**config.mk**
```make
export PLATFORM = sky130hd
export DESIGN_NAME = rtcc_clock
export DESIGN_NICKNAME = d
export VERILOG_FILES = /design/src/include/rtcc_pkg.sv /design/src/include/rtcc_time_if.sv /design/src/rtcc_clock.sv /design/src/rtcc_calendar.sv
export SDC_FILE = /design/constraint.sdc
export NUM_CORES = 1
export LEC_CHECK = 0
export ABC_AREA = 1
export BUFFER_PORTS_ARGS = -buffer_cell sky130_fd_sc_hd__buf_2
export CORE_MARGIN = 10
export CORE_UTILIZATION = 57
export CTS_CLUSTER_DIAMETER = 80
export DETAILED_ROUTE_END_ITERATION = 12
export HOLD_SLACK_MARGIN = 0.12
export PLACE_DENSITY = 0.88
export SKIP_CTS_REPAIR_TIMING = 1
export SYNTH_ARGS = -nofsm -noshare
export SYNTH_HDL_FRONTEND = slang
export SYNTH_SLANG_ARGS = --single-unit
```
**constraint.sdc**
```tcl
create_clock -name clock -period 2.5 [get_ports clock]
set_input_delay 0.125 -clock clock [delete_from_list [all_inputs] [get_ports clock]]
set_output_delay 0.125 -clock clock [all_outputs]
set_load 0.01 [all_outputs]
```
**src/include/rtcc_pkg.sv**
```systemverilog
package rtcc_pkg;

    // ------------------------------------------------------------
    // Bus geometry and register offsets
    // ------------------------------------------------------------
    localparam int          ADDR_W      = 11;
    localparam int          DATA_W      = 8;
    localparam int          N_REGS      = 8;
    localparam logic [10:0] ADDR_CTL    = 11'h7F8;
    localparam logic [10:0] ADDR_SEC    = 11'h7F9;
    localparam logic [10:0] ADDR_MIN    = 11'h7FA;
    localparam logic [10:0] ADDR_HOUR   = 11'h7FB;
    localparam logic [10:0] ADDR_WDAY   = 11'h7FC;
    localparam logic [10:0] ADDR_MDAY   = 11'h7FD;
    localparam logic [10:0] ADDR_MON    = 11'h7FE;
    localparam logic [10:0] ADDR_YEAR   = 11'h7FF;

    // ------------------------------------------------------------
    // Field positions
    // ------------------------------------------------------------
    localparam int CTL_LOAD_BIT   = 7;
    localparam int CTL_FREEZE_BIT = 6;
    localparam int CTL_SIGN_BIT   = 5;
    localparam int CAL_W          = 5;
    localparam int SEC_STOP_BIT   = 7;
    localparam int HOUR_KICK_BIT  = 7;
    localparam int WDAY_TEST_BIT  = 6;

    // Index of each field in the time vector.
    localparam int T_SEC  = 0;
    localparam int T_MIN  = 1;
    localparam int T_HOUR = 2;
    localparam int T_WDAY = 3;
    localparam int T_MDAY = 4;
    localparam int T_MON  = 5;
    localparam int T_YEAR = 6;

    typedef logic [6:0][7:0] rtcc_time_t;
    typedef logic [7:0][7:0] rtcc_regs_t;

    // ------------------------------------------------------------
    // Masks and reset values, index 0 is the control register except in TIME_RST, where it is seconds
    // ------------------------------------------------------------
    localparam rtcc_regs_t HOST_BITS = {8'h00, 8'h00, 8'h00, 8'h40,
                                        8'h80, 8'h00, 8'h80, 8'h00};
    localparam rtcc_regs_t VAL_MASK  = {8'hFF, 8'h1F, 8'h3F, 8'h07,
                                        8'h3F, 8'h7F, 8'h7F, 8'hFF};
    localparam rtcc_time_t TIME_RST  = {8'h00, 8'h01, 8'h01, 8'h01,
                                        8'h00, 8'h00, 8'h00};
    localparam logic [7:0] CTL_RST   = 8'h00;
    localparam rtcc_regs_t HOLD_RST  = {TIME_RST, CTL_RST};

    // ------------------------------------------------------------
    // Timing
    // ------------------------------------------------------------
    localparam int CLK_HZ        = 25_000_000;
    localparam int OSC_HZ        = 32768;
    localparam int CLK_PER_OSC   = CLK_HZ / OSC_HZ;
    localparam int PRESCALE      = 256;
    localparam int CAL_TICKS     = PRESCALE / 2;
    localparam int SEC_TICKS     = OSC_HZ;
    localparam int CAL_CYCLE_MIN = 64;
    localparam int TEST_HZ       = 512;
    localparam int TEST_HALF     = OSC_HZ / (2 * TEST_HZ);

endpackage : rtcc_pkg

```
**src/include/rtcc_time_if.sv**
```systemverilog
`timescale 1ns/1ns
interface rtcc_time_if;
    logic               tick;
    logic               load;
    rtcc_pkg::rtcc_time_t load_val;
    rtcc_pkg::rtcc_time_t now;
    logic               min_wrap;

    modport counter (input tick, input load, input load_val,
                     output now, output min_wrap);
    modport ctrl    (output tick, output load, output load_val,
                     input now, input min_wrap);
endinterface : rtcc_time_if

```
**src/rtcc_clock.sv**
```systemverilog
// Overview of operation
// - Freeze bit stops counter-to-holding copies while it stays set.
// - While halted the holding registers keep the time current at the halt.
// - Halting copies never stops or disturbs the running time counters.
// - All time and calendar holding registers are copied in one single step.
// - A halt arriving during a copy lets that copy finish first.
// - After the freeze bit clears, copies resume within one second.
// - Setting the load bit halts copies so the host can write the time.
// - Clearing the load bit copies holding registers into the counters.
// - Calibration adds or removes counts at the divide-by-32768 seconds counter stage only.
// - Calibration magnitude is 0..31 in the five low control bits.
// - Control bit five picks sign: one runs faster, zero runs slower.
// - Over 64 minutes, one second per minute changes by 128 cycles.
// - Value N changes only the first 2N minutes of each cycle.
// - With test bit set and freeze bit clear, seconds register bit zero toggles at 512 Hz.
// - Calibration value never changes the test toggle frequency.
// - Top to bottom: year, month, date, day, hour, minutes, seconds, control.
// - Date rolls over correctly for all month lengths and leap years.
// - Writing one to the stop bit stops the oscillator, zero restarts it.
`timescale 1ns/1ns
module rtcc_clock #(
    parameter int CLK_PER_OSC = rtcc_pkg::CLK_PER_OSC
) (
    input  wire logic        clock,
    input  wire logic        srst,
    input  wire logic [10:0] addr,
    input  wire logic        ce_n,
    input  wire logic        oe_n,
    input  wire logic        we_n,
    input  wire logic [7:0]  data_in,
    output logic      [7:0]  data_out,
    output logic             data_oe
);

    // ------------------------------------------------------------
    // Parameter check
    // ------------------------------------------------------------
    generate
        if (CLK_PER_OSC < 2 || CLK_PER_OSC > 65535) begin : g_bad_div
            $error("CLK_PER_OSC must lie in 2..65535");
        end
    endgenerate

    localparam logic [15:0] DIV_LAST = 16'(CLK_PER_OSC - 1);
    localparam logic [15:0] LEN_NOM  = 16'(rtcc_pkg::SEC_TICKS);
    localparam logic [15:0] LEN_FAST = 16'(rtcc_pkg::SEC_TICKS
                                           - rtcc_pkg::CAL_TICKS);
    localparam logic [15:0] LEN_SLOW = 16'(rtcc_pkg::SEC_TICKS
                                           + rtcc_pkg::CAL_TICKS);
    localparam logic [4:0]  FT_LAST  = 5'(rtcc_pkg::TEST_HALF - 1);

    rtcc_time_if tif ();

    rtcc_calendar u_calendar (
        .clock (clock),
        .srst  (srst),
        .tif   (tif)
    );

    // ------------------------------------------------------------
    // Bus decode
    // ------------------------------------------------------------
    logic [7:0]  hold_q [8];
    logic [7:0]  fresh [8];
    logic        wr_act_q;
    logic        wr_hit_q;
    logic [2:0]  wr_idx_q;
    logic [7:0]  wr_data_q;
    logic        wr_act;
    logic        wr_go;
    logic        in_range;
    logic        rd_act;
    logic [2:0]  rd_idx;
    logic [7:0]  rd_val;
    logic [7:0]  ctl;
    logic        halt;
    logic        load_go;
    logic        ld_q;
    logic        upd_q;
    logic        stop;
    logic        test_on;

    assign in_range = addr[10:3] == rtcc_pkg::ADDR_CTL[10:3];
    assign wr_act   = !ce_n && !we_n;
    assign wr_go    = wr_act_q && !wr_act;
    assign rd_act   = !ce_n && !oe_n && we_n && in_range;
    assign rd_idx   = addr[2:0];
    assign ctl      = hold_q[0];
    assign halt     = ctl[rtcc_pkg::CTL_LOAD_BIT]
                   || ctl[rtcc_pkg::CTL_FREEZE_BIT];
    assign load_go  = wr_go && wr_hit_q && wr_idx_q == 3'h0
                   && ctl[rtcc_pkg::CTL_LOAD_BIT]
                   && !wr_data_q[rtcc_pkg::CTL_LOAD_BIT];
    assign stop     = hold_q[1][rtcc_pkg::SEC_STOP_BIT];
    assign test_on  = hold_q[4][rtcc_pkg::WDAY_TEST_BIT]
                   && !ctl[rtcc_pkg::CTL_FREEZE_BIT];

    // The write lands when the strobe ends, as a memory cell would.
    always_ff @(posedge clock) begin
        if (srst) begin
            wr_act_q  <= 1'b0;
            wr_hit_q  <= 1'b0;
            wr_idx_q  <= 3'h0;
            wr_data_q <= 8'h00;
        end else begin
            wr_act_q <= wr_act;
            if (wr_act) begin
                wr_hit_q  <= in_range;
                wr_idx_q  <= addr[2:0];
                wr_data_q <= data_in;
            end
        end
    end

    // ------------------------------------------------------------
    // Oscillator, calibrated second and test toggle
    // ------------------------------------------------------------
    logic [15:0] osc_div_q;
    logic [15:0] sec_cnt_q;
    logic [15:0] sec_len;
    logic [5:0]  min_cyc_q;
    logic [4:0]  ft_cnt_q;
    logic        ft_bit_q;
    logic        osc_tick;
    logic        cal_sec;
    logic        sec_end;

    assign osc_tick = !stop && osc_div_q == DIV_LAST;
    assign cal_sec  = tif.now[rtcc_pkg::T_SEC] == 8'h00
                   && min_cyc_q < {ctl[rtcc_pkg::CAL_W-1:0], 1'b0};
    assign sec_len  = !cal_sec ? LEN_NOM
                    : ctl[rtcc_pkg::CTL_SIGN_BIT] ? LEN_FAST
                    : LEN_SLOW;
    assign sec_end  = osc_tick && sec_cnt_q >= sec_len - 16'h0001;

    always_ff @(posedge clock) begin
        if (srst || osc_tick) begin
            osc_div_q <= 16'h0000;
        end else if (!stop) begin
            osc_div_q <= osc_div_q + 16'h0001;
        end
    end

    always_ff @(posedge clock) begin
        if (srst || ld_q || sec_end) begin
            sec_cnt_q <= 16'h0000;
        end else if (osc_tick) begin
            sec_cnt_q <= sec_cnt_q + 16'h0001;
        end
    end

    // Six bits wrap at 64 minutes on their own.
    always_ff @(posedge clock) begin
        if (srst) begin
            min_cyc_q <= 6'h00;
        end else if (tif.min_wrap) begin
            min_cyc_q <= min_cyc_q + 6'h01;
        end
    end

    // Taken before the calibrated stage so trimming cannot move it.
    always_ff @(posedge clock) begin
        if (srst) begin
            ft_cnt_q <= 5'h00;
            ft_bit_q <= 1'b0;
        end else if (osc_tick) begin
            ft_cnt_q <= ft_cnt_q + 5'h01;
            if (ft_cnt_q == FT_LAST) begin
                ft_bit_q <= !ft_bit_q;
            end
        end
    end

    // ------------------------------------------------------------
    // Snapshot and load control
    // ------------------------------------------------------------
    // The halt is sampled with the tick, so a copy once decided completes.
    always_ff @(posedge clock) begin
        if (srst) begin
            upd_q <= 1'b0;
            ld_q  <= 1'b0;
        end else begin
            upd_q <= sec_end && !halt;
            ld_q  <= load_go;
        end
    end

    assign tif.tick = sec_end;
    assign tif.load = ld_q;

    // ------------------------------------------------------------
    // Holding registers
    // ------------------------------------------------------------
    assign fresh[0] = hold_q[0];

    generate
        for (genvar i = 0; i < rtcc_pkg::N_REGS; i++) begin : g_hold
            if (i > 0) begin : g_time
                assign fresh[i] = (hold_q[i] & rtcc_pkg::HOST_BITS[i])
                               | (tif.now[i-1] & ~rtcc_pkg::HOST_BITS[i]);
                assign tif.load_val[i-1] = hold_q[i]
                                         & rtcc_pkg::VAL_MASK[i];
            end
            always_ff @(posedge clock) begin
                if (srst) begin
                    hold_q[i] <= rtcc_pkg::HOLD_RST[i];
                end else if (wr_go && wr_hit_q && wr_idx_q == 3'(i)) begin
                    hold_q[i] <= wr_data_q;
                end else if (upd_q) begin
                    hold_q[i] <= fresh[i];
                end
            end
        end
    endgenerate

    // ------------------------------------------------------------
    // Read port
    // ------------------------------------------------------------
    assign rd_val = (rd_idx == 3'h1 && test_on)
                  ? {hold_q[1][7:1], ft_bit_q}
                  : hold_q[rd_idx];

    always_ff @(posedge clock) begin
        if (srst) begin
            data_out <= 8'h00;
            data_oe  <= 1'b0;
        end else begin
            data_out <= rd_act ? rd_val : 8'h00;
            data_oe  <= rd_act;
        end
    end

    // ------------------------------------------------------------
    // Checks
    // ------------------------------------------------------------
    localparam int STALE_MAX = (rtcc_pkg::SEC_TICKS + rtcc_pkg::CAL_TICKS)
                             * CLK_PER_OSC + 4;
    logic [31:0] stale_q;

    always_ff @(posedge clock) begin
        if (srst || halt || stop || upd_q || ld_q) begin
            stale_q <= 32'h0000_0000;
        end else begin
            stale_q <= stale_q + 32'h0000_0001;
        end
    end
endmodule : rtcc_clock

```
**src/rtcc_calendar.sv**
```systemverilog
`timescale 1ns/1ns
module rtcc_calendar (
    input  wire logic     clock,
    input  wire logic     srst,
    rtcc_time_if.counter  tif
);

    // ------------------------------------------------------------
    // Helpers
    // ------------------------------------------------------------
    function automatic logic [7:0] bcd_inc(input logic [7:0] v);
        if (v[3:0] >= 4'h9) begin
            return {v[7:4] + 4'h1, 4'h0};
        end
        return v + 8'h01;
    endfunction : bcd_inc

    // Years are taken as 20yy, so 00 is a leap year.
    function automatic logic [7:0] month_len(input logic [7:0] mo,
                                             input logic [7:0] yr);
        logic [2:0] r;
        r = 3'({yr[4], 1'b0}) + 3'(yr[1:0]);
        case (mo)
            8'h02:                      return (r[1:0] == 2'h0) ? 8'h29
                                                                : 8'h28;
            8'h04, 8'h06, 8'h09, 8'h11: return 8'h30;
            default:                    return 8'h31;
        endcase
    endfunction : month_len

    // ------------------------------------------------------------
    // Carry chain
    // ------------------------------------------------------------
    rtcc_pkg::rtcc_time_t now_q;
    rtcc_pkg::rtcc_time_t nxt;
    logic                 min_wrap_q;
    logic [7:0]           dim;
    logic                 c_s;
    logic                 c_m;
    logic                 c_h;
    logic                 c_d;
    logic                 c_mo;

    assign dim  = month_len(now_q[rtcc_pkg::T_MON], now_q[rtcc_pkg::T_YEAR]);
    assign c_s  = now_q[rtcc_pkg::T_SEC] >= 8'h59;
    assign c_m  = c_s && now_q[rtcc_pkg::T_MIN] >= 8'h59;
    assign c_h  = c_m && now_q[rtcc_pkg::T_HOUR] >= 8'h23;
    assign c_d  = c_h && now_q[rtcc_pkg::T_MDAY] >= dim;
    assign c_mo = c_d && now_q[rtcc_pkg::T_MON] >= 8'h12;

    always_comb begin
        nxt = now_q;
        nxt[rtcc_pkg::T_SEC] = c_s ? 8'h00
                                   : bcd_inc(now_q[rtcc_pkg::T_SEC]);
        if (c_s) begin
            nxt[rtcc_pkg::T_MIN] = c_m ? 8'h00
                                       : bcd_inc(now_q[rtcc_pkg::T_MIN]);
        end
        if (c_m) begin
            nxt[rtcc_pkg::T_HOUR] = c_h ? 8'h00
                                        : bcd_inc(now_q[rtcc_pkg::T_HOUR]);
        end
        if (c_h) begin
            nxt[rtcc_pkg::T_WDAY] = (now_q[rtcc_pkg::T_WDAY] >= 8'h07) ? 8'h01
                                  : bcd_inc(now_q[rtcc_pkg::T_WDAY]);
            nxt[rtcc_pkg::T_MDAY] = c_d ? 8'h01
                                        : bcd_inc(now_q[rtcc_pkg::T_MDAY]);
        end
        if (c_d) begin
            nxt[rtcc_pkg::T_MON] = c_mo ? 8'h01
                                        : bcd_inc(now_q[rtcc_pkg::T_MON]);
        end
        if (c_mo) begin
            nxt[rtcc_pkg::T_YEAR] = (now_q[rtcc_pkg::T_YEAR] >= 8'h99) ? 8'h00
                                  : bcd_inc(now_q[rtcc_pkg::T_YEAR]);
        end
    end

    // ------------------------------------------------------------
    // Counters
    // ------------------------------------------------------------
    always_ff @(posedge clock) begin
        if (srst) begin
            now_q <= rtcc_pkg::TIME_RST;
        end else if (tif.load) begin
            now_q <= tif.load_val;
        end else if (tif.tick) begin
            now_q <= nxt;
        end
    end

    always_ff @(posedge clock) begin
        if (srst) begin
            min_wrap_q <= 1'b0;
        end else begin
            min_wrap_q <= tif.tick && !tif.load && c_s;
        end
    end

    assign tif.now      = now_q;
    assign tif.min_wrap = min_wrap_q;

endmodule : rtcc_calendar

```
==> flow_summary.yaml <==
synthesis:
  synth_top_area_share_pct: 23.77
  syn_nets: 1468
  yosysMostFrequentCell: "nand2_1"
  synth_commonest_cells: "nand2_1 (261), inv_1 (203), nor2_1 (157)"
  synth_area_leader_cell: "dfxtp_1"
  synth_area_leaders: "dfxtp_1 (24%), edfxtp_1 (18%), nand2_1 (9.3%)"
  synth_edf_count: 64
  synthCells: 1382
  ys_ff_latch: 189
  syn_area_um2: 10530
  postSynthAreaPerCell_um2: 7.618
  yosysWarningCount: 0
  synthFlopType: "dfxtp_1"
  synth_cell_types: 52
  seq_area_frac_synth_pct: 42.03
  async_reset_ff_share_pct: 0
drt:
  first_iter_violations: 1519
  drc: 0
  routed_wl_mm: 33.50
  avgRoutedWirePerCell_um: 19.37
  postRouteAntennaNets: 0
  vias: 10625
  viasPerCell: 6.145
  first_pass_iters: 7
global_routing:
  grt_max_degree: 42
  grt_pass1_vias: 9429
  grt_pass1_wl_mm: 47.40
  grtUsageTotal_pct: 24.14
  grt_remaining_overflow: 0
  antenna_found_initial: 1
floorplan:
  die_w_um: 155.9
  io_pins: 33
  dieHeight_um: 155.9
  rows: 49
  start_util_pct: 58.21
  coreArea_um2: 18090
  dieArea_um2: 24300
cells_and_area:
  synthToLayoutAreaGrowth_pct: 21.43
  nets: 1572
  nFillCells: 1202
  instances_no_fill: 1729
  design_area_um2: 12780
  drive_gt1_share_pct: 18.08
clocking:
  clock_latency_ns: 0.46
  cts_tree: "built"
  numCtsBuffers: 17
  cts_root_buffer: "clkbuf_16"
  cts-htree-levels: 4
  cts_buffer_depth: 2
  path_clk_slew_ns: 0.07
  cts_sinks: 189
setup_path:
  reg2reg_slack_ns: -0.60
  crit_path_top_delay_cell: "dfxtp_1"
  cp.buffers_inverters: 5
  crit_type: "register to register"
  cp_cell_sequence: "inv_1, ha_1, nand3_1, nor2_1, nand3_2, nor2_4, buf_8, ha_1, nand2_2, nor2_4, buf_6, nand2_4, nand3_4, nand3_4, buf_6, nor3_1, o21ai_0, inv_1"
  worstSetupStartpointType: "register"
  worst_setup_path_end_kind: "register"
  cpPeakStageDelay_ns: 0.32
  worstPathMaxFanout: 6
  worstPathArrival_ns: 3.50
  path_delay_family: "simple AND/OR/NAND/NOR gates"
  worstPathRequired_ns: 2.89
status:
  outcome: "finished with violations"
  violations: "negative setup slack"
sta:
  worst_pin_slew_ns: 1.164
  maxSlewHeadroom_pct: 21.75
  slew_viol_final: 0
  fmax_mhz: 322.3
  final-setup-viol-count: 74
  period_minus_slack_ns: 3.103
  hold_ws_ns: 0.1021
  tns_ns: -33.80
  skew_ns: 0.01167
  fin_ws_ns: -0.6026
  min_period_over_period_pct: 124.1
  rsz0062_at_grt: "true"
  hold_viol: 0
pwr:
  ir_drop_mv: 0.5002
  cellLeakagePower_nw: 5.576
  power_density_nw_per_um2: 494.7
place:
  place_inst: 1674
  place_congestion: 0.9696
  placed_area_um2: 11390
  dp_hpwl_mm: 21.56
  preCtsSetupSlack_ns: -0.5922
  numPortBuffers: 32
flow_run:
  max-cap-violations: 0
worst_hold_path:
  hold_path_class: "input pin to register"
final cells by class:
| type | instances | area, µm² | area share [%] |
|---|---|---|---|
| Multi-Input combinational cell | 951 | 5799 | 45.37 |
| Antenna cell | 1 | 2.502 | 0.01958 |
| Timing Repair Buffer | 116 | 909.6 | 7.116 |
| Clock buffer | 20 | 457.9 | 3.582 |
| Clock inverter | 12 | 108.9 | 0.8515 |
| Tap cell | 229 | 286.5 | 2.241 |
| Sequential cell | 189 | 4424 | 34.61 |
| Inverter | 211 | 794.5 | 6.215 |
logic make-up (layout without fill, tap and decap cells):
group	after synthesis	after routing	share of synthesized area (%)
AND/OR/NAND/NOR	612	614	25.65
other	0	1	0
flip-flops	189	189	42.03
XOR/XNOR	29	29	2.413
AO/OA/AOI/OAI	246	246	13.58
adder cells (fa/ha/maj)	62	62	7.369
buffers and inverters	244	359	8.961
power by group:
part	switching (mW)	total (mW)	internal, mW
combinational	0.250	0.359	0.109
clock	1.27	2.71	1.44
sequential	0.0357	3.25	3.22
worst register-to-register path, cell delays in order, from the launching register on:
cell     delay [ns]
dfxtp_1        0.32
inv_1          0.09
ha_1           0.17
nand3_1        0.08
nor2_1         0.28
nand3_2        0.16
nor2_4         0.16
buf_8          0.18
ha_1           0.19
nand2_2        0.08
nor2_4         0.15
buf_6          0.13
nand2_4        0.06
nand3_4        0.15
nand3_4        0.19
buf_6          0.21
nor3_1         0.18
o21ai_0        0.14
inv_1          0.12
per-layer routing:
layer	vias up	GRT usage (%)	part of all wire, %
li1	4799	-	-
met1	4873	28.99	35
met2	767	40.09	46
met3	186	5.900	12
met4	0	11.06	6.4
met5	-	0	0
layout by cell type (no fill, tap or decap), types with 9 or more instances in the layout:
master	count
dfxtp_1	125
o21ai_0	58
nor3_1	35
nor2_1	139
nand3_2	18
nand3_1	88
nand2_2	23
ha_4	11
dlygate4sd3_1	9
clkbuf_16	19
xor2_1	26
nor2_4	15
buf_4	62
nor2_2	12
inv_1	192
o211ai_1	15
o22ai_1	46
inv_2	13
ha_1	51
a21oi_1	73
buf_2	32
edfxtp_1	64
nand4_1	9
nand2_1	237
sequential cells by signal (all words and copies together), names as in the netlist:
name / count
data_oe: 1
data_out: 8
ft_bit_q: 1
ft_cnt_q: 5
hold_q: 64
ld_q: 1
min_cyc_q: 6
osc_div_q: 16
sec_cnt_q: 16
u_calendar.tif.min_wrap: 1
u_calendar.tif.now: 56
upd_q: 1
wr_act_q: 1
wr_data_q: 8
wr_hit_q: 1
wr_idx_q: 3
final timing paths:
check	start	end	cells after the start
setup / recovery	u_calendar.tif.now[4]	u_calendar.tif.now[4]	18
hold / removal	ce_n	wr_idx_q[2]	3
setup reg to reg	u_calendar.tif.now[4]	u_calendar.tif.now[4]	18
hold reg to reg	wr_data_q[7]	ld_q	1
per-stage QoR:
stage	total power [mW]	utilization [%]
2_1_floorplan	3.472	-
3_3_place_gp	3.594	62.99
3_5_place_dp	3.604	62.99
4_1_cts	6.204	66.12
5_1_grt	6.447	70.68
6_report	6.323	70.68
Power figures use the tool's default switching activity.
